File: src/include/chg_seq_pkg.sv
// Package with constants, states and carriers of the charge sequencer.
package chg_seq_pkg;

  localparam int unsigned CLK_FREQ_HZ     = 125_000_000;
  localparam int unsigned TICK_PERIOD_US  = 1000;
  localparam int unsigned TICK_CYCLES     =
    (CLK_FREQ_HZ / 1_000_000) * TICK_PERIOD_US;
  localparam int unsigned DET_TIME_MS     = 250;
  localparam int unsigned DET_TICKS       = DET_TIME_MS;
  localparam int unsigned TMR_W           = 24;

  // Termination fraction select codes, named for their percent of fast current.
  localparam logic [1:0] TERM_SEL_2P5     = 2'h0;
  localparam logic [1:0] TERM_SEL_7P5     = 2'h1;
  localparam logic [1:0] TERM_SEL_RESET   = TERM_SEL_7P5;
  localparam logic [1:0] FAST_SEL_RESET   = 2'h0;
  localparam logic [1:0] PRE_LIMIT_RESET  = 2'h1;
  localparam logic [1:0] FAST_LIMIT_RESET = 2'h1;
  localparam logic [7:0] TRICKLE_PCT      = 8'h0A;

  typedef enum logic [3:0] {
    ST_OFF       = 4'h0,
    ST_SHORT     = 4'h1,
    ST_PRE       = 4'h3,
    ST_FAST      = 4'h2,
    ST_CV        = 4'h6,
    ST_DONE      = 4'h7,
    ST_DET_SINK  = 4'h5,
    ST_INS_SRC   = 4'h4,
    ST_FULL_SINK = 4'hC,
    ST_SUSPEND   = 4'hD,
    ST_FAULT     = 4'hF
  } chg_state_t;

  // Comparator decisions from the analog charger.
  typedef struct packed {
    logic vbat_above_short;
    logic vbat_above_lowv;
    logic vbat_at_reg;
    logic vbat_above_rch;
    logic ichg_below_term;
    logic input_limit_loop;
    logic thermal_loop;
    logic power_path_limit;
    logic batt_hot;
    logic batt_cold;
    logic die_shutdown;
    logic usb_valid;
    logic ac_valid;
  } analog_in_t;

  // Host configuration bits.
  typedef struct packed {
    logic       charger_enable;
    logic       term_disable;
    logic       safety_timer_enable;
    logic       dynamic_timer_enable;
    logic       charger_reset;
    logic       temp_window_select;
    logic       thermistor_type_select;
    logic [1:0] term_current_select;
    logic [1:0] fast_charge_current_select;
    logic [1:0] fast_time_select;
    logic [1:0] pre_time_select;
  } chg_cfg_t;

  // Drive requests toward the analog charger and status flags.
  typedef struct packed {
    logic       source_short_test;
    logic       source_trickle;
    logic       source_fast;
    logic       hold_voltage;
    logic       sink_detect;
    logic [7:0] trickle_pct;
    logic [1:0] current_select;
    logic [1:0] term_select;
    logic       temp_window;
    logic       thermistor_type;
  } chg_drive_t;

  typedef struct packed {
    logic termination_reached_flag;
    logic fast_charge_timeout_flag;
    logic precharge_timeout_flag;
    logic battery_temp_error;
    logic temp_fault;
    logic timer_half_rate;
  } chg_status_t;

endpackage

File: src/core/chg_sync.sv
// Two flip-flop synchroniser for a bundle of comparator levels.
`timescale 1ns/1ns
module chg_sync #(
  parameter int unsigned WIDTH = 13
) (
  // Clock and reset
  input  wire logic             core_clk,
  input  wire logic             nrst,
  // Levels
  input  wire logic [WIDTH-1:0] async_in,
  output logic      [WIDTH-1:0] sync_out
);
  logic [WIDTH-1:0] meta_ff;

  initial begin
    if (WIDTH < 1) begin
      $error("chg_sync width must be at least one");
    end
  end

  always_ff @(posedge core_clk or negedge nrst) begin
    if (!nrst) begin
      meta_ff  <= '0;
      sync_out <= '0;
    end else begin
      meta_ff  <= async_in;
      sync_out <= meta_ff;
    end
  end
endmodule // chg_sync

File: src/core/chg_tick.sv
// Prescaler giving the safety-timer tick, with optional half rate.
`timescale 1ns/1ns
module chg_tick #(
  parameter int unsigned DIVIDE = 125000
) (
  // Clock and reset
  input  wire logic core_clk,
  input  wire logic nrst,
  // Control
  input  wire logic run,
  input  wire logic half_rate,
  // Tick
  output logic      tick
);
  localparam int unsigned CW = $clog2(DIVIDE + 1);
  logic [CW-1:0] div_ff;
  logic          phase_ff;

  initial begin
    if (DIVIDE < 2) begin
      $error("chg_tick divide must be at least two");
    end
  end

  // A frozen prescaler keeps its count, so a pause never loses time.
  always_ff @(posedge core_clk or negedge nrst) begin
    if (!nrst) begin
      div_ff   <= '0;
      phase_ff <= 1'b0;
      tick     <= 1'b0;
    end else begin
      tick <= 1'b0;
      if (run) begin
        if (div_ff == CW'(DIVIDE - 1)) begin
          div_ff   <= '0;
          phase_ff <= ~phase_ff;
          tick     <= ~half_rate | phase_ff;
        end else begin
          div_ff <= div_ff + 1'b1;
        end
      end
    end
  end
endmodule // chg_tick

File: src/core/chg_seq.sv
// Charge sequencer of a single-cell lithium battery charger.
`timescale 1ns/1ns
module chg_seq
  import chg_seq_pkg::*;
#(
  parameter int unsigned TICK_DIV  = chg_seq_pkg::TICK_CYCLES,
  parameter int unsigned DET_TIME  = chg_seq_pkg::DET_TICKS,
  parameter int unsigned PRE_BASE  = 30 * 60,
  parameter int unsigned FAST_BASE = 60 * 60 * 4
) (
  // Clock and reset
  input  wire logic                     core_clk,
  input  wire logic                     nrst,
  // Analog decisions and host configuration
  input  wire chg_seq_pkg::analog_in_t  analog_in,
  input  wire chg_seq_pkg::chg_cfg_t    cfg,
  // Drive and status
  output chg_seq_pkg::chg_drive_t       drive,
  output chg_seq_pkg::chg_status_t      status,
  output chg_seq_pkg::chg_state_t       state_out
);
  import chg_seq_pkg::*;

  initial begin
    if (PRE_BASE * 4 >= (1 << TMR_W) || FAST_BASE * 4 >= (1 << TMR_W)) begin
      $error("chg_seq time limits exceed timer width");
    end
    if (DET_TIME < 1 || DET_TIME >= (1 << TMR_W)) begin
      $error("chg_seq detection time out of range");
    end
  end

  analog_in_t  a;
  chg_state_t  state_ff;
  chg_state_t  nxt_state;
  chg_state_t  resume_ff;
  logic [TMR_W-1:0] tmr_ff;
  logic [TMR_W-1:0] det_ff;
  logic        usb_d_ff;
  logic        ac_d_ff;
  logic        rst_d_ff;
  logic        restart;
  logic        temp_fault;
  logic        timers_on;
  logic        half_rate;
  logic        tick;
  logic        charging;
  logic        term_ok;
  logic        det_done;
  logic [TMR_W-1:0] pre_limit;
  logic [TMR_W-1:0] fast_limit;

  chg_sync #(
    .WIDTH ($bits(analog_in_t))
  ) u_sync (
    .core_clk (core_clk),
    .nrst     (nrst),
    .async_in (analog_in),
    .sync_out (a)
  );

  assign temp_fault = a.batt_hot | a.batt_cold | a.die_shutdown;
  assign timers_on  = cfg.safety_timer_enable & ~cfg.term_disable;
  assign half_rate  = cfg.dynamic_timer_enable & (a.input_limit_loop |
                      a.thermal_loop | a.power_path_limit);
  assign charging   = (state_ff == ST_PRE) | (state_ff == ST_FAST) |
                      (state_ff == ST_CV);
  assign term_ok    = a.ichg_below_term & ~a.input_limit_loop &
                      ~a.thermal_loop & ~cfg.term_disable;
  assign det_done   = det_ff == TMR_W'(DET_TIME);
  assign restart    = (a.usb_valid & ~usb_d_ff) | (a.ac_valid & ~ac_d_ff) |
                      (cfg.charger_reset & ~rst_d_ff) |
                      ~a.vbat_above_rch;
  // Host time selects scale a base limit by one to four.
  assign pre_limit  = TMR_W'(PRE_BASE) * ({22'h0, cfg.pre_time_select}
                      + 24'h1);
  assign fast_limit = TMR_W'(FAST_BASE) * ({22'h0, cfg.fast_time_select}
                      + 24'h1);

  chg_tick #(
    .DIVIDE (TICK_DIV)
  ) u_tick (
    .core_clk  (core_clk),
    .nrst      (nrst),
    .run       (charging | (state_ff == ST_DET_SINK) |
                (state_ff == ST_INS_SRC) | (state_ff == ST_FULL_SINK)),
    .half_rate (half_rate & charging),
    .tick      (tick)
  );

  // Edge memories for the USB, AC and host reset restart sources.
  always_ff @(posedge core_clk or negedge nrst) begin
    if (!nrst) begin
      usb_d_ff <= 1'b0;
      ac_d_ff  <= 1'b0;
      rst_d_ff <= 1'b0;
    end else begin
      usb_d_ff <= a.usb_valid;
      ac_d_ff  <= a.ac_valid;
      rst_d_ff <= cfg.charger_reset;
    end
  end

  always_comb begin
    nxt_state = state_ff;
    unique case (state_ff)
      ST_OFF: begin
        if (cfg.charger_enable) begin
          nxt_state = ST_SHORT;
        end
      end
      ST_SHORT: begin
        if (a.vbat_above_short) begin
          nxt_state = ST_PRE;
        end
      end
      ST_PRE: begin
        if (temp_fault) begin
          nxt_state = ST_SUSPEND;
        end else if (a.vbat_above_lowv) begin
          nxt_state = ST_FAST;
        end else if (timers_on && tmr_ff >= pre_limit) begin
          nxt_state = ST_FAULT;
        end
      end
      ST_FAST: begin
        if (temp_fault) begin
          nxt_state = ST_SUSPEND;
        end else if (a.vbat_at_reg) begin
          nxt_state = ST_CV;
        end else if (timers_on && tmr_ff >= fast_limit) begin
          nxt_state = ST_FAULT;
        end
      end
      ST_CV: begin
        if (temp_fault) begin
          nxt_state = ST_SUSPEND;
        end else if (term_ok) begin
          nxt_state = ST_DONE;
        end else if (timers_on && tmr_ff >= fast_limit) begin
          nxt_state = ST_FAULT;
        end
      end
      ST_SUSPEND: begin
        if (!temp_fault) begin
          nxt_state = resume_ff;
        end
      end
      ST_DONE: begin
        if (!a.vbat_above_rch) begin
          nxt_state = ST_DET_SINK;
        end
      end
      ST_DET_SINK: begin
        if (!a.vbat_above_lowv) begin
          nxt_state = ST_INS_SRC;
        end else if (det_done) begin
          nxt_state = ST_PRE;
        end
      end
      ST_INS_SRC: begin
        if (det_done) begin
          nxt_state = a.vbat_above_rch ? ST_FULL_SINK : ST_PRE;
        end
      end
      ST_FULL_SINK: begin
        if (!a.vbat_above_lowv) begin
          nxt_state = ST_INS_SRC;
        end else if (det_done) begin
          nxt_state = ST_PRE;
        end
      end
      ST_FAULT: begin
        if (restart) begin
          nxt_state = ST_SHORT;
        end
      end
      default: nxt_state = ST_OFF;
    endcase
    if (!cfg.charger_enable) begin
      nxt_state = ST_OFF;
    end
  end

  always_ff @(posedge core_clk or negedge nrst) begin
    if (!nrst) begin
      state_ff  <= ST_OFF;
      resume_ff <= ST_PRE;
    end else begin
      state_ff <= nxt_state;
      if (charging) begin
        resume_ff <= state_ff;
      end
    end
  end

  // Safety timer: cleared on entry to precharge or fast charge but not on resume, held while suspended.
  always_ff @(posedge core_clk or negedge nrst) begin
    if (!nrst) begin
      tmr_ff <= '0;
    end else if ((state_ff == ST_PRE && nxt_state == ST_FAST) ||
                 (state_ff != ST_PRE && state_ff != ST_SUSPEND &&
                  nxt_state == ST_PRE)) begin
      tmr_ff <= '0;
    end else if (charging && tick && timers_on &&
                 tmr_ff != {TMR_W{1'b1}}) begin
      tmr_ff <= tmr_ff + 1'b1;
    end
  end

  // Detection interval counter, restarted on each detection step.
  always_ff @(posedge core_clk or negedge nrst) begin
    if (!nrst) begin
      det_ff <= '0;
    end else if (nxt_state != state_ff) begin
      det_ff <= '0;
    end else if (tick && !det_done) begin
      det_ff <= det_ff + 1'b1;
    end
  end

  always_ff @(posedge core_clk or negedge nrst) begin
    if (!nrst) begin
      status <= '0;
    end else begin
      status.temp_fault      <= temp_fault;
      status.timer_half_rate <= half_rate & charging;
      if (state_ff == ST_CV && nxt_state == ST_DONE) begin
        status.termination_reached_flag <= 1'b1;
      end else if (nxt_state == ST_PRE) begin
        status.termination_reached_flag <= 1'b0;
      end
      if (state_ff == ST_PRE && nxt_state == ST_FAULT) begin
        status.precharge_timeout_flag <= 1'b1;
      end else if (state_ff == ST_FAULT && restart) begin
        status.precharge_timeout_flag <= 1'b0;
      end
      // Only a fast or constant-voltage phase may raise the fast timeout.
      if ((state_ff == ST_FAST || state_ff == ST_CV) &&
          nxt_state == ST_FAULT) begin
        status.fast_charge_timeout_flag <= 1'b1;
      end else if (state_ff == ST_FAULT && restart) begin
        status.fast_charge_timeout_flag <= 1'b0;
      end
      if (nxt_state == ST_INS_SRC) begin
        status.battery_temp_error <= 1'b1;
      end else if (nxt_state == ST_PRE) begin
        status.battery_temp_error <= 1'b0;
      end
    end
  end

  always_ff @(posedge core_clk or negedge nrst) begin
    if (!nrst) begin
      drive     <= '0;
      state_out <= ST_OFF;
    end else begin
      state_out               <= nxt_state;
      drive.source_short_test <= nxt_state == ST_SHORT;
      drive.source_trickle    <= nxt_state == ST_PRE ||
                                 nxt_state == ST_INS_SRC;
      drive.source_fast       <= nxt_state == ST_FAST;
      drive.hold_voltage      <= nxt_state == ST_CV;
      drive.sink_detect       <= nxt_state == ST_DET_SINK ||
                                 nxt_state == ST_FULL_SINK;
      drive.trickle_pct       <= TRICKLE_PCT;
      drive.current_select    <= cfg.fast_charge_current_select;
      drive.term_select       <= cfg.term_current_select;
      drive.temp_window       <= cfg.temp_window_select;
      drive.thermistor_type   <= cfg.thermistor_type_select;
    end
  end
endmodule // chg_seq

File: config.mk
export PLATFORM = sky130hd
export DESIGN_NAME = chg_seq
export DESIGN_NICKNAME = d
export VERILOG_FILES = /design/src/include/chg_seq_pkg.sv /design/src/core/chg_sync.sv /design/src/core/chg_tick.sv /design/src/core/chg_seq.sv
export SDC_FILE = /design/constraint.sdc
export NUM_CORES = 1
export LEC_CHECK = 0
export BUFFER_PORTS_ARGS = -buffer_cell sky130_fd_sc_hd__buf_2
export CORE_MARGIN = 2
export CORE_UTILIZATION = 54
export DETAILED_ROUTE_END_ITERATION = 8
export PLACE_DENSITY = 0.76
export SLEW_MARGIN = 15
export SYNTH_ARGS = -nofsm -noshare
export SYNTH_HDL_FRONTEND = slang
export SYNTH_SLANG_ARGS = --single-unit
File: constraint.sdc
create_clock -name core_clk -period 2.4 [get_ports core_clk]
set_input_delay 0.24 -clock core_clk [delete_from_list [all_inputs] [get_ports core_clk]]
set_output_delay 0.24 -clock core_clk [all_outputs]
set_load 0.01 [all_outputs]
==> flow_results.org <==
** Floorplan
- The die covers around 13000 µm².
- After floorplanning, the core was divided into 39 placement rows.
- The die is 113.3 µm wide.
- The core region is ~12000 µm².
- Boundary Pins :: 59
- Once the floorplan was initialized, standard cells occupied between 50% and 60% of the core.
- The floorplan step set the die height to 113.3 µm.

** Synthesis
- Most area-consuming cells after synthesis :: sky130_fd_sc_hd__dfrtp_1 (47%), sky130_fd_sc_hd__ha_1 (6.4%), sky130_fd_sc_hd__nor2_1 (5.1%), sky130_fd_sc_hd__xnor2_1 (4.9%), sky130_fd_sc_hd__xor2_1 (3.7%)
- Post-synthesis sequential area ratio :: about 47%
- Cell accounting for the most synthesized area :: sky130_fd_sc_hd__dfrtp_1
- Adder-cell share of the synthesized area :: around 6.4%
- The synthesized netlist devotes 25.27% of its cell area to simple gates.
- In the synthesized netlist, mux cells make up less than 1% of the area.
- Synthesized area divided by synthesized cell count :: approximately 10 µm²
- Yosys cell types :: 67
- Flip-flop and latch count after synthesis :: 122
- In this run the cell area of the synthesized design comes to about 6400 µm².
- The synthesized netlist devotes 7.840% of its cell area to compound gates.
- The synthesized netlist devotes under 10% of its cell area to XOR and XNOR gates.
- Top_reg_cell synth :: sky130_fd_sc_hd__dfrtp_1
- The synthesized design contains 0 enable-type register cells.
- For this run, the number of Yosys warnings is 0.
- After synthesis, the largest area contributor takes up ~47% of total cell area.
- Fraction of registers with async set/reset :: between 90% and 100%
- By area, the combinational part of the netlist is dominated by simple AND/OR/NAND/NOR gates.
- Cell count after synthesis :: between 600 and 700

** Clocking
- The H-tree was split into 4 levels.
- Counting every sink on the clock net gives around 120.
- The clock passes through at most 2 buffers.
- TritonCTS built the clock tree.
- In this run, CTS created clock tree buffers numbering 17.
- Clock-pin slew was measured on the worst setup and hold paths at about 0.060 ns.
- For the worst-skew pair, the clock arrives at the later sink with an insertion delay of roughly 0.43 ns.
- In this run the clock root is driven by a sky130_fd_sc_hd__clkbuf_16.

** Min path
- Worst hold stages :: 2
- In this run the most critical hold path is launched from cfg[11].
- The worst hold path terminates at status[0].
- Path class of the lowest-slack min-delay path :: in2reg

** Placed design
- Detailed Place HPWL :: 10.92 mm
- In this run the tool buffered the top-level ports with 52 buffer cells.
- RD Place Congestion :: 0.9913

** Setup path
- Data on the critical path arrives at its endpoint at roughly 3.1 ns.
- Worst setup EP type :: flip-flop
- For the worst flop-to-flop path, the logic depth is 10.
- In this run the worst path has a maximum fanout of 8.
- Minimum setup slack among reg-to-reg paths :: -0.34 ns
- Destination of the worst register-to-register timing path :: det_ff[4]
- Worst setup SP type :: flip-flop
- FF-to-FF Start :: det_ff[9]
- Tracing the worst setup path back leads to its startpoint at det_ff[9].
- Type of the worst setup path :: reg2reg
- For the worst setup path, the data required time is 2.74 ns.

** Layout
- Area added between synthesis and finish :: 41.04%
- Antenna diode count :: 0
- Cells with a size suffix above 1 make up about 35% of the layout.
- Number of filler cells placed in the layout :: approximately 700
- Layout net count :: 902
- Final standard cell utilization of the core :: between 70% and 80%

** Timing
- Across all hold checks on the routed design, the worst slack comes to roughly 0.11 ns.
- Highest clock frequency the design can meet :: around 370 MHz
- # setup viols final :: between 50 and 60
- The worst path in the final design needs a cycle of about 2.7 ns, including I/O delays and setup.
- In the finished design, the share of the clock period the worst path needs comes to 114.0%.
- Final sum of negative setup slack :: -16.43 ns
- Number of hold violations in the final report :: 0
- At the pin with the least slew margin, the transition time is 0.6022 ns.
- Headroom to the max-slew limit came out at between 50 and 60%.
- Setup slack on the critical path of the routed design comes to -0.3370 ns.
- Setup repair after global routing missed its margin :: true
- Final Slew Violations :: 0
- The clock arrives with 0.01263 ns of skew.

** Power and ir drop
- IR analysis of the VDD net gives a maximum drop of between 0.6 and 0.7 mV.
- Overall power after layout :: around 5700 µW
- For this design the static power due to leakage is roughly 0.0042 µW.
- Power spread over the standard cell area amounts to roughly 620 nW/µm².

** Routing
- Post-route antenna net violation count :: 0
- Average wire per standard cell :: between 15 and 20 µm
- Detailed-route DRC error count :: 7
- After the first detailed-routing iteration, the DRC count stood at approximately 420.
- Detailed routing inserted a total of 5489 vias.
- Total wirelength of the detailed-routed design :: roughly 16 mm
- Via-per-instance ratio :: about 5.5
- Pre-Repair DR Iteration Count :: 7

** Global routing
- Total track usage :: 26.42%
- The first global-routing pass estimated 26.79 mm of wire.
- Number of antenna violations at the first check in global routing :: 0
- Number of global-route vias before repair :: about 5600
- After global routing the overflow that remains totals 0.
- Maximum number of pins on one net before global-route repair :: 54

** Outcome
- The run finished, with violations left.
- Violations in the final reports :: DRC, setup timing

** Flow run
- Max-cap viol count :: 0
-- layout by cell type (no fill, tap or decap), types with 24 or more instances in the layout --
cell type,n
sky130_fd_sc_hd__ha_1,25
sky130_fd_sc_hd__nor2_1,84
sky130_fd_sc_hd__inv_1,24
sky130_fd_sc_hd__dfrtp_1,120
sky130_fd_sc_hd__xnor2_1,36
sky130_fd_sc_hd__nand2_1,40
sky130_fd_sc_hd__buf_2,49
sky130_fd_sc_hd__xor2_1,27
sky130_fd_sc_hd__nand3_1,27
sky130_fd_sc_hd__buf_4,118
-- through the flow --
stage,std cells,setup WS (ns),cell area (µm²)
global placement,932,-0.5817,7849
finish,995,-0.3370,9094
detailed placement,932,-0.7156,7849
global route,995,-0.4030,9094
floorplan,641,-0.2281,6575
CTS,993,-0.2794,8927
-- cell families (layout without fill, tap and decap cells) --
family / Yosys count / after routing
AO/OA/AOI/OAI: 67 / 67
XOR/XNOR: 63 / 63
adder cells (fa/ha/maj): 33 / 33
buffers and inverters: 53 / 264
flip-flops: 122 / 122
multiplexers: 1 / 1
other: 2 / 7
AND/OR/NAND/NOR: 295 / 295
-- worst max-delay path by stage --
stage                      to  slack, ns  cells after the start
global placement    det_ff[0]      -0.58                     16
detailed placement  status[3]      -0.72                     16
CTS                 det_ff[4]      -0.28                     11
floorplan           tmr_ff[0]      -0.23                     17
global route        det_ff[2]      -0.40                     10
finish              det_ff[4]      -0.34                     10
-- power by group --
part	internal (µW)	switching [µW]	total, µW
sequential	2170	73.1	2240
combinational	473	517	990
clock	1440	985	2430
total	4090	1580	5660
-- critical path, cell delays in order (launching register included) --
cell and delay, ns:
sky130_fd_sc_hd__dfrtp_1 0.41, sky130_fd_sc_hd__nor4_2 0.33, sky130_fd_sc_hd__nand4_1 0.23, sky130_fd_sc_hd__or4_4 0.60, sky130_fd_sc_hd__o21ai_2 0.22, sky130_fd_sc_hd__nand4_4 0.15
sky130_fd_sc_hd__a21boi_2 0.20, sky130_fd_sc_hd__o211ai_4 0.11, sky130_fd_sc_hd__buf_12 0.15, sky130_fd_sc_hd__buf_12 0.14, sky130_fd_sc_hd__nor3_4 0.11
-- layout make-up --
class	count	area [µm²]	area share, %
Multi-Input combinational cell	466	3543	38.97
Tap cell	143	178.9	1.968
Clock buffer	18	429.2	4.719
Timing Repair Buffer	204	1627	17.89
Sequential cell	122	3055	33.60
Clock inverter	14	137.6	1.513
Inverter	28	122.6	1.348
-- timing repair --
action	4_1_cts	5_1_grt
gates resized for setup	45	21
cloned	1	1
pin swaps	19	13
hold buffers	21	0
endpoints found under the setup margin	59	62
setup buffers	7	2
hold endpoints to repair	62	0
-- synthesized netlist by cell type, drive strengths merged, types with 3 or more instances --
master and instances:
inv 28, a21oi 16, nor2 89, o21ai 13, and2 6, nor4bb 3
nand4 19, and3 13, nor3 35, nand2 43, nand2b 9, a32o 3
xnor2 36, xor2 27, or3 6, and4 5, dfrtp 120, clkbuf 8
ha 33, nand3 29, nor4 11, nor4b 4, nor2b 12, o31ai 4
or2 3, buf 17
-- routing by layer --
metal	up-vias	track usage (%)	part of all wire (%)
li1	2608	-	-
met1	2664	33.98	42
met2	187	44.43	50
met3	30	6.213	5.8
met4	0	8.455	1.8
met5	-	0	0
-- state kept, by name, indices dropped and copies added, names as in the netlist, 4 cells and up --
name / cells
u_sync.sync_out: 13
resume_ff: 4
u_sync.meta_ff: 13
tmr_ff: 24
drive: 12
status: 6
state_out: 4
u_tick.div_ff: 17
det_ff: 24
Note: power is estimated with default switching activity, not from simulation.
